$ cat config.mk
export PLATFORM = sky130hd
export DESIGN_NAME = hvw_wake_monitor
export DESIGN_NICKNAME = d
export VERILOG_FILES = /design/src/hvw_pkg.sv /design/src/hvw_wake_monitor.sv
export SDC_FILE = /design/constraint.sdc
export NUM_CORES = 1
export LEC_CHECK = 0
export ABC_AREA = 0
export BUFFER_PORTS_ARGS = -buffer_cell sky130_fd_sc_hd__buf_2
export CAP_MARGIN = 20
export CORE_MARGIN = 1
export CORE_UTILIZATION = 55
export DETAILED_ROUTE_END_ITERATION = 10
export MAX_ROUTING_LAYER = met4
export PLACE_DENSITY = 0.78
export SYNTH_ARGS = -nofsm -noshare
export SYNTH_HDL_FRONTEND = slang
export SYNTH_SLANG_ARGS = --single-unit
$ cat constraint.sdc
create_clock -name i_sys_clk -period 2.3 [get_ports i_sys_clk]
set_input_delay 0.46 -clock i_sys_clk [delete_from_list [all_inputs] [get_ports i_sys_clk]]
set_output_delay 0.46 -clock i_sys_clk [all_outputs]
set_load 0.01 [all_outputs]
$ cat src/hvw_pkg.sv
package hvw_pkg;

  // register byte offsets on the apb bus
  localparam logic [7:0] HVW_WAKE_ENABLE_CONTROL_OFS = 8'h00;
  localparam logic [7:0] HVW_PULL_SOURCE_CONTROL_OFS = 8'h04;
  localparam logic [7:0] HVW_FILTER_MODE_CONTROL_OFS = 8'h08;
  localparam logic [7:0] HVW_WAKE_SOURCE_STATUS_A_OFS = 8'h0c;
  localparam logic [7:0] HVW_WAKE_SOURCE_STATUS_B_OFS = 8'h10;
  localparam logic [7:0] HVW_PIN_LEVEL_STATUS_OFS = 8'h14;
  localparam logic [7:0] HVW_MODE_CONTROL_OFS = 8'h18;

  // field positions
  localparam int HVW_MODE_POS = 0;     // power mode, 2 bits
  localparam int HVW_FO_CFG_POS = 2;   // fail outputs as wake inputs, 2 bits
  localparam int HVW_FIELD_W = 2;      // pull and filter field width per pin

  // reset values
  localparam logic [2:0] HVW_WAKE_EN_RST = 3'h0;
  localparam logic [5:0] HVW_PULL_RST = 6'h00;
  localparam logic [5:0] HVW_FILTER_RST = 6'h00;
  localparam logic [3:0] HVW_MODE_CTRL_RST = 4'h0;

  // pin channel counts: three wake pins plus two fail outputs
  localparam int HVW_NUM_WAKE = 3;
  localparam int HVW_NUM_CHAN = 5;

  // pull field codes
  localparam logic [1:0] HVW_PULL_NONE = 2'h0;
  localparam logic [1:0] HVW_PULL_DOWN = 2'h1;
  localparam logic [1:0] HVW_PULL_UP = 2'h2;
  localparam logic [1:0] HVW_PULL_AUTO = 2'h3;

  // filter field codes
  localparam logic [1:0] HVW_FLT_STATIC_SHORT = 2'h0;
  localparam logic [1:0] HVW_FLT_STATIC_LONG = 2'h1;
  localparam logic [1:0] HVW_FLT_CYCLIC_T1 = 2'h2;
  localparam logic [1:0] HVW_FLT_CYCLIC_T2 = 2'h3;

  // filter timing
  localparam int HVW_CLK_PERIOD_NS = 25;
  localparam int HVW_SHORT_FILTER_TIME_NS = 16000;
  localparam int HVW_LONG_FILTER_TIME_NS = 64000;
  localparam int HVW_CNT_W = 12;
  localparam logic [HVW_CNT_W-1:0] HVW_SHORT_FILTER_CYC =
    HVW_CNT_W'((HVW_SHORT_FILTER_TIME_NS + HVW_CLK_PERIOD_NS - 1)
               / HVW_CLK_PERIOD_NS);
  localparam logic [HVW_CNT_W-1:0] HVW_LONG_FILTER_CYC =
    HVW_CNT_W'((HVW_LONG_FILTER_TIME_NS + HVW_CLK_PERIOD_NS - 1)
               / HVW_CLK_PERIOD_NS);

  // device power modes
  typedef enum logic [1:0] {
    HVW_NORMAL_MODE,
    HVW_STOP_MODE,
    HVW_SLEEP_MODE,
    HVW_FAIL_SAFE_MODE
  } hvw_mode_t;

  // per-pin configuration as decoded from the control registers
  typedef struct packed {
    logic [1:0] pull;
    logic [1:0] filter;
  } hvw_pin_cfg_t;

endpackage

$ cat src/hvw_wake_monitor.sv
//////////////////////////////////////////////////////////////////////////////
// Overview of operation
// - three wake pins, each with own logic
// - rising and falling edges both signal events
// - interrupt in normal/stop, wake in sleep/fail-safe
// - static sense keeps detection always active
// - cyclic sense evaluates only in timer on-time
// - event only if stable for whole filter
// - code 00 short static, 01 long static
// - code 10 cyclic on first timer, short
// - code 11 cyclic on second timer, short
// - per-pin wake enable bits in control register
// - per-pin wake source flags, always readable
// - level register shows live pin levels
// - levels reported even when wake disabled
// - cyclic sense reports last sampled level
// - fail outputs: fixed short filter, status b
// - pull code 00 no source, reset default
// - pull code 01 enables pull-down
// - pull code 10 enables pull-up
// - pull code 11 follows detected level
//
// The APB interface to the registers and the register addresses were decided locally.
module hvw_wake_monitor
  import hvw_pkg::*;
(
  input wire logic i_sys_clk,
  input wire logic i_rst,
  // apb slave
  input wire logic i_psel,
  input wire logic i_penable,
  input wire logic i_pwrite,
  input wire logic [7:0] i_paddr,
  input wire logic [31:0] i_pwdata,
  output logic [31:0] o_prdata,
  output logic o_pready,
  output logic o_pslverr,
  // comparator outputs of the high-voltage pins
  input wire logic [2:0] i_hv_wake_pin,
  input wire logic i_fail_output_two,
  input wire logic i_fail_output_three,
  // on-time windows of the two cyclic sense timers
  input wire logic i_first_timer_on,
  input wire logic i_second_timer_on,
  // current source controls per wake pin
  output logic [2:0] o_pull_up_en,
  output logic [2:0] o_pull_down_en,
  // event signalling
  output logic o_irq,
  output logic o_wake_req
);

  ////////////////////////////////////////////////////////////////////////////
  // helpers

  // filter length in cycles minus one for a filter field code
  function automatic logic [HVW_CNT_W-1:0] filt_last(input logic [1:0] code);
    if (code == HVW_FLT_STATIC_LONG) begin
      filt_last = HVW_LONG_FILTER_CYC - HVW_CNT_W'(1);
    end else begin
      // every other code, cyclic included, uses the short filter
      filt_last = HVW_SHORT_FILTER_CYC - HVW_CNT_W'(1);
    end
  endfunction

  // cyclic sense codes have the top filter bit set
  function automatic logic is_cyclic(input logic [1:0] code);
    is_cyclic = code[1];
  endfunction

  ////////////////////////////////////////////////////////////////////////////
  // registers and state

  logic [2:0] wake_en_r; // wake enable per wake pin
  logic [5:0] pull_r; // two pull bits per wake pin
  logic [5:0] filter_r; // two filter bits per wake pin
  logic [3:0] mode_ctrl_r; // power mode and fail output wake config
  logic [2:0] src_a_r; // sticky wake source flags, wake pins
  logic [1:0] src_b_r; // sticky wake source flags, fail outputs
  logic [2:0] level_r; // reported pin levels
  logic [31:0] prdata_r; // read data captured in the setup cycle
  logic irq_r; // interrupt pulse
  logic wake_r; // wake request pulse
  logic [2:0] pu_r; // pull-up enables
  logic [2:0] pd_r; // pull-down enables

  logic [HVW_NUM_CHAN-1:0] sync1_r; // first synchroniser stage
  logic [HVW_NUM_CHAN-1:0] sync2_r; // second synchroniser stage
  logic [HVW_NUM_CHAN-1:0] stable_r; // last accepted level per channel
  logic [HVW_CNT_W-1:0] cnt_r [HVW_NUM_CHAN]; // filter counters

  // decoded per-channel view
  hvw_pin_cfg_t cfg [HVW_NUM_CHAN];
  logic [HVW_NUM_CHAN-1:0] chan_active; // channel may be evaluated now
  logic [HVW_NUM_CHAN-1:0] chan_event; // filtered edge this cycle
  logic [HVW_NUM_CHAN-1:0] chan_flag; // events that count as wake sources
  hvw_mode_t mode;
  logic [HVW_NUM_CHAN-1:0] raw_in;

  // apb decode
  logic wr_en;
  logic setup;
  logic addr_ok;

  ////////////////////////////////////////////////////////////////////////////
  // bus decode

  assign setup = i_psel && !i_penable;
  assign wr_en = i_psel && i_penable && i_pwrite;
  assign mode = hvw_mode_t'(mode_ctrl_r[HVW_MODE_POS +: 2]);
  assign raw_in = {i_fail_output_three, i_fail_output_two, i_hv_wake_pin};

  // map check for the offset being accessed
  always_comb begin
    case (i_paddr)
      HVW_WAKE_ENABLE_CONTROL_OFS,
      HVW_PULL_SOURCE_CONTROL_OFS,
      HVW_FILTER_MODE_CONTROL_OFS,
      HVW_WAKE_SOURCE_STATUS_A_OFS,
      HVW_WAKE_SOURCE_STATUS_B_OFS,
      HVW_PIN_LEVEL_STATUS_OFS,
      HVW_MODE_CONTROL_OFS: addr_ok = 1'b1;
      default: addr_ok = 1'b0;
    endcase
  end

  // zero wait states: read data was already taken in the setup cycle
  assign o_pready = 1'b1;
  assign o_pslverr = i_psel && i_penable && !addr_ok;

  ////////////////////////////////////////////////////////////////////////////
  // channel configuration

  // wake pins follow their fields, fail outputs are fixed short static
  always_comb begin
    for (int i = 0; i < HVW_NUM_CHAN; i++) begin
      if (i < HVW_NUM_WAKE) begin
        cfg[i].pull = pull_r[i*HVW_FIELD_W +: 2];
        cfg[i].filter = filter_r[i*HVW_FIELD_W +: 2];
      end else begin
        cfg[i].pull = HVW_PULL_NONE;
        cfg[i].filter = HVW_FLT_STATIC_SHORT;
      end
    end
  end

  // sense window per channel
  always_comb begin
    for (int i = 0; i < HVW_NUM_CHAN; i++) begin
      if (i >= HVW_NUM_WAKE) begin
        // fail outputs only watched when configured as wake inputs
        chan_active[i] = mode_ctrl_r[HVW_FO_CFG_POS + i - HVW_NUM_WAKE];
      end else begin
        case (cfg[i].filter)
          HVW_FLT_CYCLIC_T1: chan_active[i] = i_first_timer_on;
          HVW_FLT_CYCLIC_T2: chan_active[i] = i_second_timer_on;
          default: chan_active[i] = 1'b1;
        endcase
      end
    end
  end

  // an event fires when a changed level outlasts the filter
  always_comb begin
    for (int i = 0; i < HVW_NUM_CHAN; i++) begin
      // either direction of change counts the same way
      chan_event[i] = chan_active[i] && (sync2_r[i] != stable_r[i]) &&
        (cnt_r[i] >= filt_last(cfg[i].filter));
      if (i < HVW_NUM_WAKE) begin
        chan_flag[i] = chan_event[i] && wake_en_r[i];
      end else begin
        chan_flag[i] = chan_event[i];
      end
    end
  end

  ////////////////////////////////////////////////////////////////////////////
  // input synchroniser

  // comparators are asynchronous to the clock, so two stages first
  always_ff @(posedge i_sys_clk) begin
    if (i_rst) begin
      sync1_r <= '0;
      sync2_r <= '0;
    end else begin
      sync1_r <= raw_in;
      sync2_r <= sync1_r;
    end
  end

  ////////////////////////////////////////////////////////////////////////////
  // filters

  // counter runs while the synchronised level differs from the accepted one
  always_ff @(posedge i_sys_clk) begin
    if (i_rst) begin
      stable_r <= '0;
      for (int i = 0; i < HVW_NUM_CHAN; i++) begin
        cnt_r[i] <= '0;
      end
    end else begin
      for (int i = 0; i < HVW_NUM_CHAN; i++) begin
        if (!chan_active[i]) begin
          // outside the window nothing is evaluated; pending work dropped
          cnt_r[i] <= '0;
        end else if (sync2_r[i] == stable_r[i]) begin
          // crossing back before the filter expired abandons the event
          cnt_r[i] <= '0;
        end else if (chan_event[i]) begin
          stable_r[i] <= sync2_r[i];
          cnt_r[i] <= '0;
        end else begin
          cnt_r[i] <= cnt_r[i] + HVW_CNT_W'(1);
        end
      end
    end
  end

  ////////////////////////////////////////////////////////////////////////////
  // level reporting

  // disabled pins still report; cyclic pins hold their last sample
  always_ff @(posedge i_sys_clk) begin
    if (i_rst) begin
      level_r <= '0;
    end else begin
      for (int i = 0; i < HVW_NUM_WAKE; i++) begin
        if (!is_cyclic(cfg[i].filter)) begin
          level_r[i] <= sync2_r[i];
        end else if (chan_active[i]) begin
          level_r[i] <= sync2_r[i];
        end
      end
    end
  end

  ////////////////////////////////////////////////////////////////////////////
  // pull sources

  // auto mode tracks the synchronised level, giving a latch-like hold
  always_ff @(posedge i_sys_clk) begin
    if (i_rst) begin
      pu_r <= '0;
      pd_r <= '0;
    end else begin
      for (int i = 0; i < HVW_NUM_WAKE; i++) begin
        case (cfg[i].pull)
          HVW_PULL_DOWN: begin
            pu_r[i] <= 1'b0;
            pd_r[i] <= 1'b1;
          end
          HVW_PULL_UP: begin
            pu_r[i] <= 1'b1;
            pd_r[i] <= 1'b0;
          end
          HVW_PULL_AUTO: begin
            pu_r[i] <= sync2_r[i];
            pd_r[i] <= !sync2_r[i];
          end
          default: begin
            // floating pin relies on board ties
            pu_r[i] <= 1'b0;
            pd_r[i] <= 1'b0;
          end
        endcase
      end
    end
  end

  assign o_pull_up_en = pu_r;
  assign o_pull_down_en = pd_r;

  ////////////////////////////////////////////////////////////////////////////
  // event signalling

  // mode picks interrupt or wake; both are one-cycle pulses
  always_ff @(posedge i_sys_clk) begin
    if (i_rst) begin
      irq_r <= 1'b0;
      wake_r <= 1'b0;
    end else begin
      case (mode)
        HVW_NORMAL_MODE, HVW_STOP_MODE: begin
          irq_r <= |chan_flag;
          wake_r <= 1'b0;
        end
        HVW_SLEEP_MODE, HVW_FAIL_SAFE_MODE: begin
          irq_r <= 1'b0;
          wake_r <= |chan_flag;
        end
        default: begin
          irq_r <= 1'b0;
          wake_r <= 1'b0;
        end
      endcase
    end
  end

  assign o_irq = irq_r;
  assign o_wake_req = wake_r;

  ////////////////////////////////////////////////////////////////////////////
  // control registers

  // writes land at the access edge; pready is always high
  always_ff @(posedge i_sys_clk) begin
    if (i_rst) begin
      wake_en_r <= HVW_WAKE_EN_RST;
      pull_r <= HVW_PULL_RST;
      filter_r <= HVW_FILTER_RST;
      mode_ctrl_r <= HVW_MODE_CTRL_RST;
    end else if (wr_en) begin
      case (i_paddr)
        HVW_WAKE_ENABLE_CONTROL_OFS: wake_en_r <= i_pwdata[2:0];
        HVW_PULL_SOURCE_CONTROL_OFS: pull_r <= i_pwdata[5:0];
        HVW_FILTER_MODE_CONTROL_OFS: filter_r <= i_pwdata[5:0];
        HVW_MODE_CONTROL_OFS: mode_ctrl_r <= i_pwdata[3:0];
        default: begin
          // status, level and unmapped writes change nothing here
        end
      endcase
    end
  end

  ////////////////////////////////////////////////////////////////////////////
  // wake source flags

  // write one to clear; a new event in the clearing cycle wins
  always_ff @(posedge i_sys_clk) begin
    if (i_rst) begin
      src_a_r <= '0;
      src_b_r <= '0;
    end else begin
      if (wr_en && i_paddr == HVW_WAKE_SOURCE_STATUS_A_OFS) begin
        src_a_r <= (src_a_r & ~i_pwdata[2:0]) | chan_flag[2:0];
      end else begin
        src_a_r <= src_a_r | chan_flag[2:0];
      end
      if (wr_en && i_paddr == HVW_WAKE_SOURCE_STATUS_B_OFS) begin
        src_b_r <= (src_b_r & ~i_pwdata[1:0]) | chan_flag[4:3];
      end else begin
        src_b_r <= src_b_r | chan_flag[4:3];
      end
    end
  end

  ////////////////////////////////////////////////////////////////////////////
  // read data

  // captured in the setup cycle so the access phase sees a flop output
  always_ff @(posedge i_sys_clk) begin
    if (i_rst) begin
      prdata_r <= '0;
    end else if (setup) begin
      case (i_paddr)
        HVW_WAKE_ENABLE_CONTROL_OFS: prdata_r <= {29'h0, wake_en_r};
        HVW_PULL_SOURCE_CONTROL_OFS: prdata_r <= {26'h0, pull_r};
        HVW_FILTER_MODE_CONTROL_OFS: prdata_r <= {26'h0, filter_r};
        HVW_WAKE_SOURCE_STATUS_A_OFS: prdata_r <= {29'h0, src_a_r};
        HVW_WAKE_SOURCE_STATUS_B_OFS: prdata_r <= {30'h0, src_b_r};
        HVW_PIN_LEVEL_STATUS_OFS: prdata_r <= {29'h0, level_r};
        HVW_MODE_CONTROL_OFS: prdata_r <= {28'h0, mode_ctrl_r};
        default: prdata_r <= '0;
      endcase
    end
  end

  assign o_prdata = prdata_r;

endmodule // hvw_wake_monitor

# Word-level counts from Yosys, hierarchy flattened
# Memory sizes are Yosys's and may differ from the RTL's.
# Cells that the tools add are included.
[op_classes]
bitwise_logic = 33
n_reduce_logical = 39
n_eq_ne = 40
muxes = 131
order_cmp = 5
n_addsub = 5
[ops]
columns = ["op", "count"]
rows = [
  ["2-to-1 mux 12 bit", 23],
  ["2-to-1 mux 1 bit", 94],
  ["adder 12 x 1 -> 12 bit (second input constant)", 5],
  ["one-hot mux 6 bit (7 select lines)", 1],
  [">= comparator 12 bit", 3],
  ["equality test 2 bit (second input constant)", 14],
  ["equality test 8 x 5 -> 1 bit (second input constant)", 3],
  [">= comparator 12 x 10 -> 1 bit (second input constant)", 2],
  ["one-hot mux 1 bit (2 select lines)", 11],
  ["OR 1 bit", 20],
  ["logical AND 1 bit", 19],
  ["equality test 8 x 4 -> 1 bit (second input constant)", 2],
  ["AND reduction 3 bit", 5],
  ["equality test 2 x 1 -> 1 bit (second input constant)", 7],
  ["equality test 8 x 3 -> 1 bit (second input constant)", 1],
  ["zero test 8 bit", 1],
  ["AND reduction 2 bit", 4],
  ["OR reduction 7 bit", 1],
  ["inequality test 2 x 1 -> 1 bit (second input constant)", 3],
  ["OR 3 bit", 2],
  ["equality test 1 bit", 5],
  ["zero test 1 bit", 5],
  ["inequality test 1 bit", 5],
  ["inverter 1 bit", 5],
  ["other kinds (10)", 12],
]
[word_totals]
reg_bits = 82
ramBits = 60
mem_count = 1
output_inout_bits = 42
[mem_list]
columns = ["memory", "words", "word_bits", "read_ports", "rd_clocked_by_memory_dff", "write_ports", "line_no", "rtl"]
rows = [
  ["cnt_r", 5, 12, 5, 0, 5, "hvw_wake_monitor.sv:90", "logic [HVW_CNT_W-1:0] cnt_r [HVW_NUM_CHAN];"],
]

# Depth between registers and ports, before layout
[depth]
ltp_word = 11
depth_mapped = 9

# Worst setup path after synthesis
# Ideal clock, no wire load.
[synth_path]
kind = "reg-to-reg"
from = "register filter_r[5]"
to = "memory cnt_r[2][10] (data pin)"
required_ns = 2.162
stages_incl_launch_ff = 10
path_buffers = 1
slack_ns = 0.266
synth_period_minus_slack_ns = 2.034
arrival_ns = 1.896
path_cell_list = "dfxtp_1 nand2b_1 inv_1 ha_1 a211o_1 a21oi_1 o21ai_0 nand3b_1 buf_2 nor2_1"
[synth_lines]
columns = ["item", "line_no", "rtl"]
rows = [
  ["start: declaration", "hvw_wake_monitor.sv:76", "logic [5:0] filter_r;"],
  ["start signal: assignment", "hvw_wake_monitor.sv:316", "HVW_FILTER_MODE_CONTROL_OFS: filter_r <= i_pwdata[5:0];"],
  ["end: declaration", "hvw_wake_monitor.sv:90", ""],
]

# Final worst setup path
[layout_path]
from = "register filter_r[5]"
to = "register irq_r, in the netlist o_irq"
[layout_via]
elab_chain_len = 7
[layout_rtl]
columns = ["item", "line_no", "rtl"]
rows = [
  ["equality test 2 x 1 -> 1 bit or equality test 2 bit (tied branches)", "hvw_wake_monitor.sv:58, hvw_wake_monitor.sv:154", ""],
  ["2-to-1 mux 12 bit or one-hot mux 1 bit (2 select lines) (tied branches)", "hvw_wake_monitor.sv:58, hvw_wake_monitor.sv:154", ""],
  [">= comparator 12 bit or logical AND 1 bit (tied branches)", "hvw_wake_monitor.sv:168, hvw_wake_monitor.sv:167", ""],
  ["logical AND 1 bit (*)", "hvw_wake_monitor.sv:167", "chan_event[i] = chan_active[i] && (sync2_r[i] != stable_r[i]) &&"],
  ["logical AND 1 bit (*)", "hvw_wake_monitor.sv:170", "chan_flag[i] = chan_event[i] && wake_en_r[i];"],
  ["OR reduction 5 bit (*)", "hvw_wake_monitor.sv:284", "irq_r <= |chan_flag;"],
  ["one-hot mux 1 bit (2 select lines) (*)", "hvw_wake_monitor.sv:282", "case (mode)"],
  ["end signal: assignment", "hvw_wake_monitor.sv:284", ""],
  ["end: declaration", "hvw_wake_monitor.sv:82", "logic irq_r;"],
]
# Mark *: on every way between the ends. The rest lies on a longest branch, timed or not.
# A chain may end at the register's enable or synchronous reset.

==> flow_summary.ini <==
[outcome]
status = finished clean

[yosys]
synth-edff-count = 60
yosysWarningCount = 0
synth-xor-area-share_pct = 7.429
synthArstFlopShare_pct = 0
ys_types = 49
netlist_instances = 590
synth_flop_cell = edfxtp_1
synth_fa_ha_area_share_pct = 3.682
synth_compound_area_share_pct = 9.942
syn_area_per_cell_um2 = 9.791
synth-seq-cells = 116
seq_area_frac_synth_pct = 50.60
synthMuxAreaShare_pct = 1.040
synth-simple-area-share_pct = 20.64
synth_top_family_by_area = simple AND/OR/NAND/NOR gates
netlist_area_um2 = 5777

[timing]
rsz0062_at_grt = no
slew_violations = 0
setup_viol = 0
finalSetupTns_ns = 0
finClkSkew_ns = 0.008312
fin_crit_ns = 2.165
max_freq_ghz = 0.4619
period_share_pct = 94.13
hold_viol_final = 0

[routing]
drt_iter0_drc = 274
vias = 4521
dr.pass1.iters = 5
routed.top_layer = met4
wl_met1_um = 4996
vias_per_cell = 5.275
met2_length_um = 5644
postRouteAntennaNets = 0
wl_per_cell_um = 13.80
drcViolationCount = 0
wl_um = 11830
routed-wl-met3_um = 828

[floorplan]
core-area_um2 = 10230
die_y_um = 104.5
placement_rows = 37
ios = 94
dieArea_um2 = 10920
die_w_um = 104.5
initial_core_util_pct = 56.46

[setup_path]
reg2regPathDepth = 9
required_ns = 2.68
crit_arrival_ns = 2.54
timing.critical_path.from = filter_r[5]
worstPathMaxFanout = 3
r2r-end = o_irq
cp-start-kind = flip-flop
critPathKind = flip-flop to flip-flop
r2r_start = filter_r[5]
crit_end = o_irq
r2r_slack_ns = 0.14
cp-end-kind = flip-flop

[cells_and_area]
area_growth_syn_to_layout_pct = 19.28
final_common_cell = conb_1
fin_nets = 777
final_util_pct = 67.35
layout_common_cells = conb_1 (91), nor2_1 (80), edfxtp_1 (60)
diodes = 0
final_layout_size_suffix_gt1_share_pct = 12.90

[clock_tree]
clock_latency_ns = 0.52
clock_path_buffers = 2
ctsHoldBuffers = 0
clk_pin_slew_ns = 0.05
cts_root_buffer = clkbuf_8
cts_buffers = 17
tritoncts = built
h-tree-depth = 4
cts_setup_buffers = 0
post_cts_resized = 0
clkSinkCount = 116

[global_route]
grt_max_degree = 44
antenna_found_initial = 0
grt_overflow = 0
track_usage_pct = 23.69
grt_pass1_vias = 4225
grt_pass1_wl_um = 19640

[pwr]
p_per_area_nw_per_um2 = 727.4
p_leak_nw = 2.776
ir_drop_mv = 0.3842

[place]
place_congestion = 0.8917
hpwl_um = 8218
port_buffers = 40

[worst_hold_path]
hold_start = i_fail_output_two
hold_class = primary input to flip-flop

[flow_run]
max-cap-violations = 0
-- worst min-delay path by stage --
stage	cells past startpoint	endpoint
after floorplan	1	sync2_r[0]
after global placement	1	sync2_r[4]
after detailed placement	1	sync2_r[0]
after CTS	2	sync1_r[3]
after global routing	2	sync1_r[3]
final	2	sync1_r[3]
-- cells in the mapped netlist, drive strengths merged, types with 4 or more instances --
library cell	instances	area share, %
a21oi	39	3.4
a22oi	8	1.0
a31oi	4	0.43
and3	19	2.1
buf	39	4.7
clkbuf	9	0.58
dfxtp	56	19
edfxtp	60	31
ha	17	3.7
inv	19	1.2
mux2i	6	1.0
nand2	44	2.9
nand2b	5	0.54
nand3	43	3.7
nand3b	7	0.91
nand4	7	0.76
nor2	80	5.2
nor2b	19	2.1
nor3	4	0.35
o21ai	13	1.1
xnor2	24	3.6
xor2	25	3.8
-- stage by stage --
step           hold slack, ns  total power, mW  std cells  setup WS (ns)  area [um2]
2_1_floorplan          0.4138            2.494        679         0.2657        6111
3_3_place_gp           0.4276            2.528        825         0.2159        6314
3_5_place_dp           0.4336            2.539        825         0.1438        6314
4_1_cts                0.1362            5.032        857        0.09800        6889
5_1_grt                0.1412            5.179        857        0.01208        6890
6_report               0.1506            5.012        857         0.1351        6890
-- registers in the layout, indices dropped and copies added (netlist names) --
signal	cells
level_r	3
o_irq	1
o_prdata	6
mode_ctrl_r	4
o_wake_req	1
pull_r	6
sync2_r	5
sync1_r	5
wake_en_r	3
src_a_r	3
src_b_r	2
cnt_r	60
o_pull_up_en	3
stable_r	5
filter_r	6
o_pull_down_en	3
-- worst max-delay path: stages, from the launching register on --
cell and delay (ns):
dfxtp_1 0.34, nand2b_1 0.17, inv_1 0.07, ha_1 0.31, a211o_1 0.32, a21oi_1 0.13
o21ai_0 0.15, a311oi_1 0.29, buf_4 0.16, a311oi_1 0.09
-- area by class of cell --
| type | instances | area, um2 |
|---|---|---|
| clock buffers | 25 | 539.3 |
| inverters | 20 | 75.07 |
| fillers | 811 | 3341 |
| flip-flops and latches | 116 | 2924 |
| multi-input cells | 495 | 2810 |
| well taps | 136 | 170.2 |
| clock inverters | 7 | 36.28 |
| repair buffers | 58 | 335.3 |
-- report_power, final --
part / internal [mW] / leakage (nW) / total (mW) / switching [mW]
sequential: 2.23 / 1.07 / 2.28 / 0.0478
clock: 1.60 / 0.292 / 2.50 / 0.905
combinational: 0.0811 / 1.41 / 0.230 / 0.149
-- kinds of logic (layout without fill, tap and decap cells) --
family,count (synthesis),in the layout
adder cells (fa/ha/maj),17,17
AND/OR/NAND/NOR,242,242
multiplexers,6,6
AO/OA/AOI/OAI,90,90
XOR/XNOR,49,49
other,2,91
buffers and inverters,68,110
flip-flops,116,116
-- metal layers --
| layer | vias up | global-route usage, % |
|---|---|---|
| li1 | 2188 | - |
| met1 | 2118 | 28.26 |
| met2 | 184 | 37.28 |
| met3 | 31 | 6.140 |
| met4 | 0 | 11.53 |
| met5 | - | - |
Note: power is estimated with default switching activity, not from simulation.
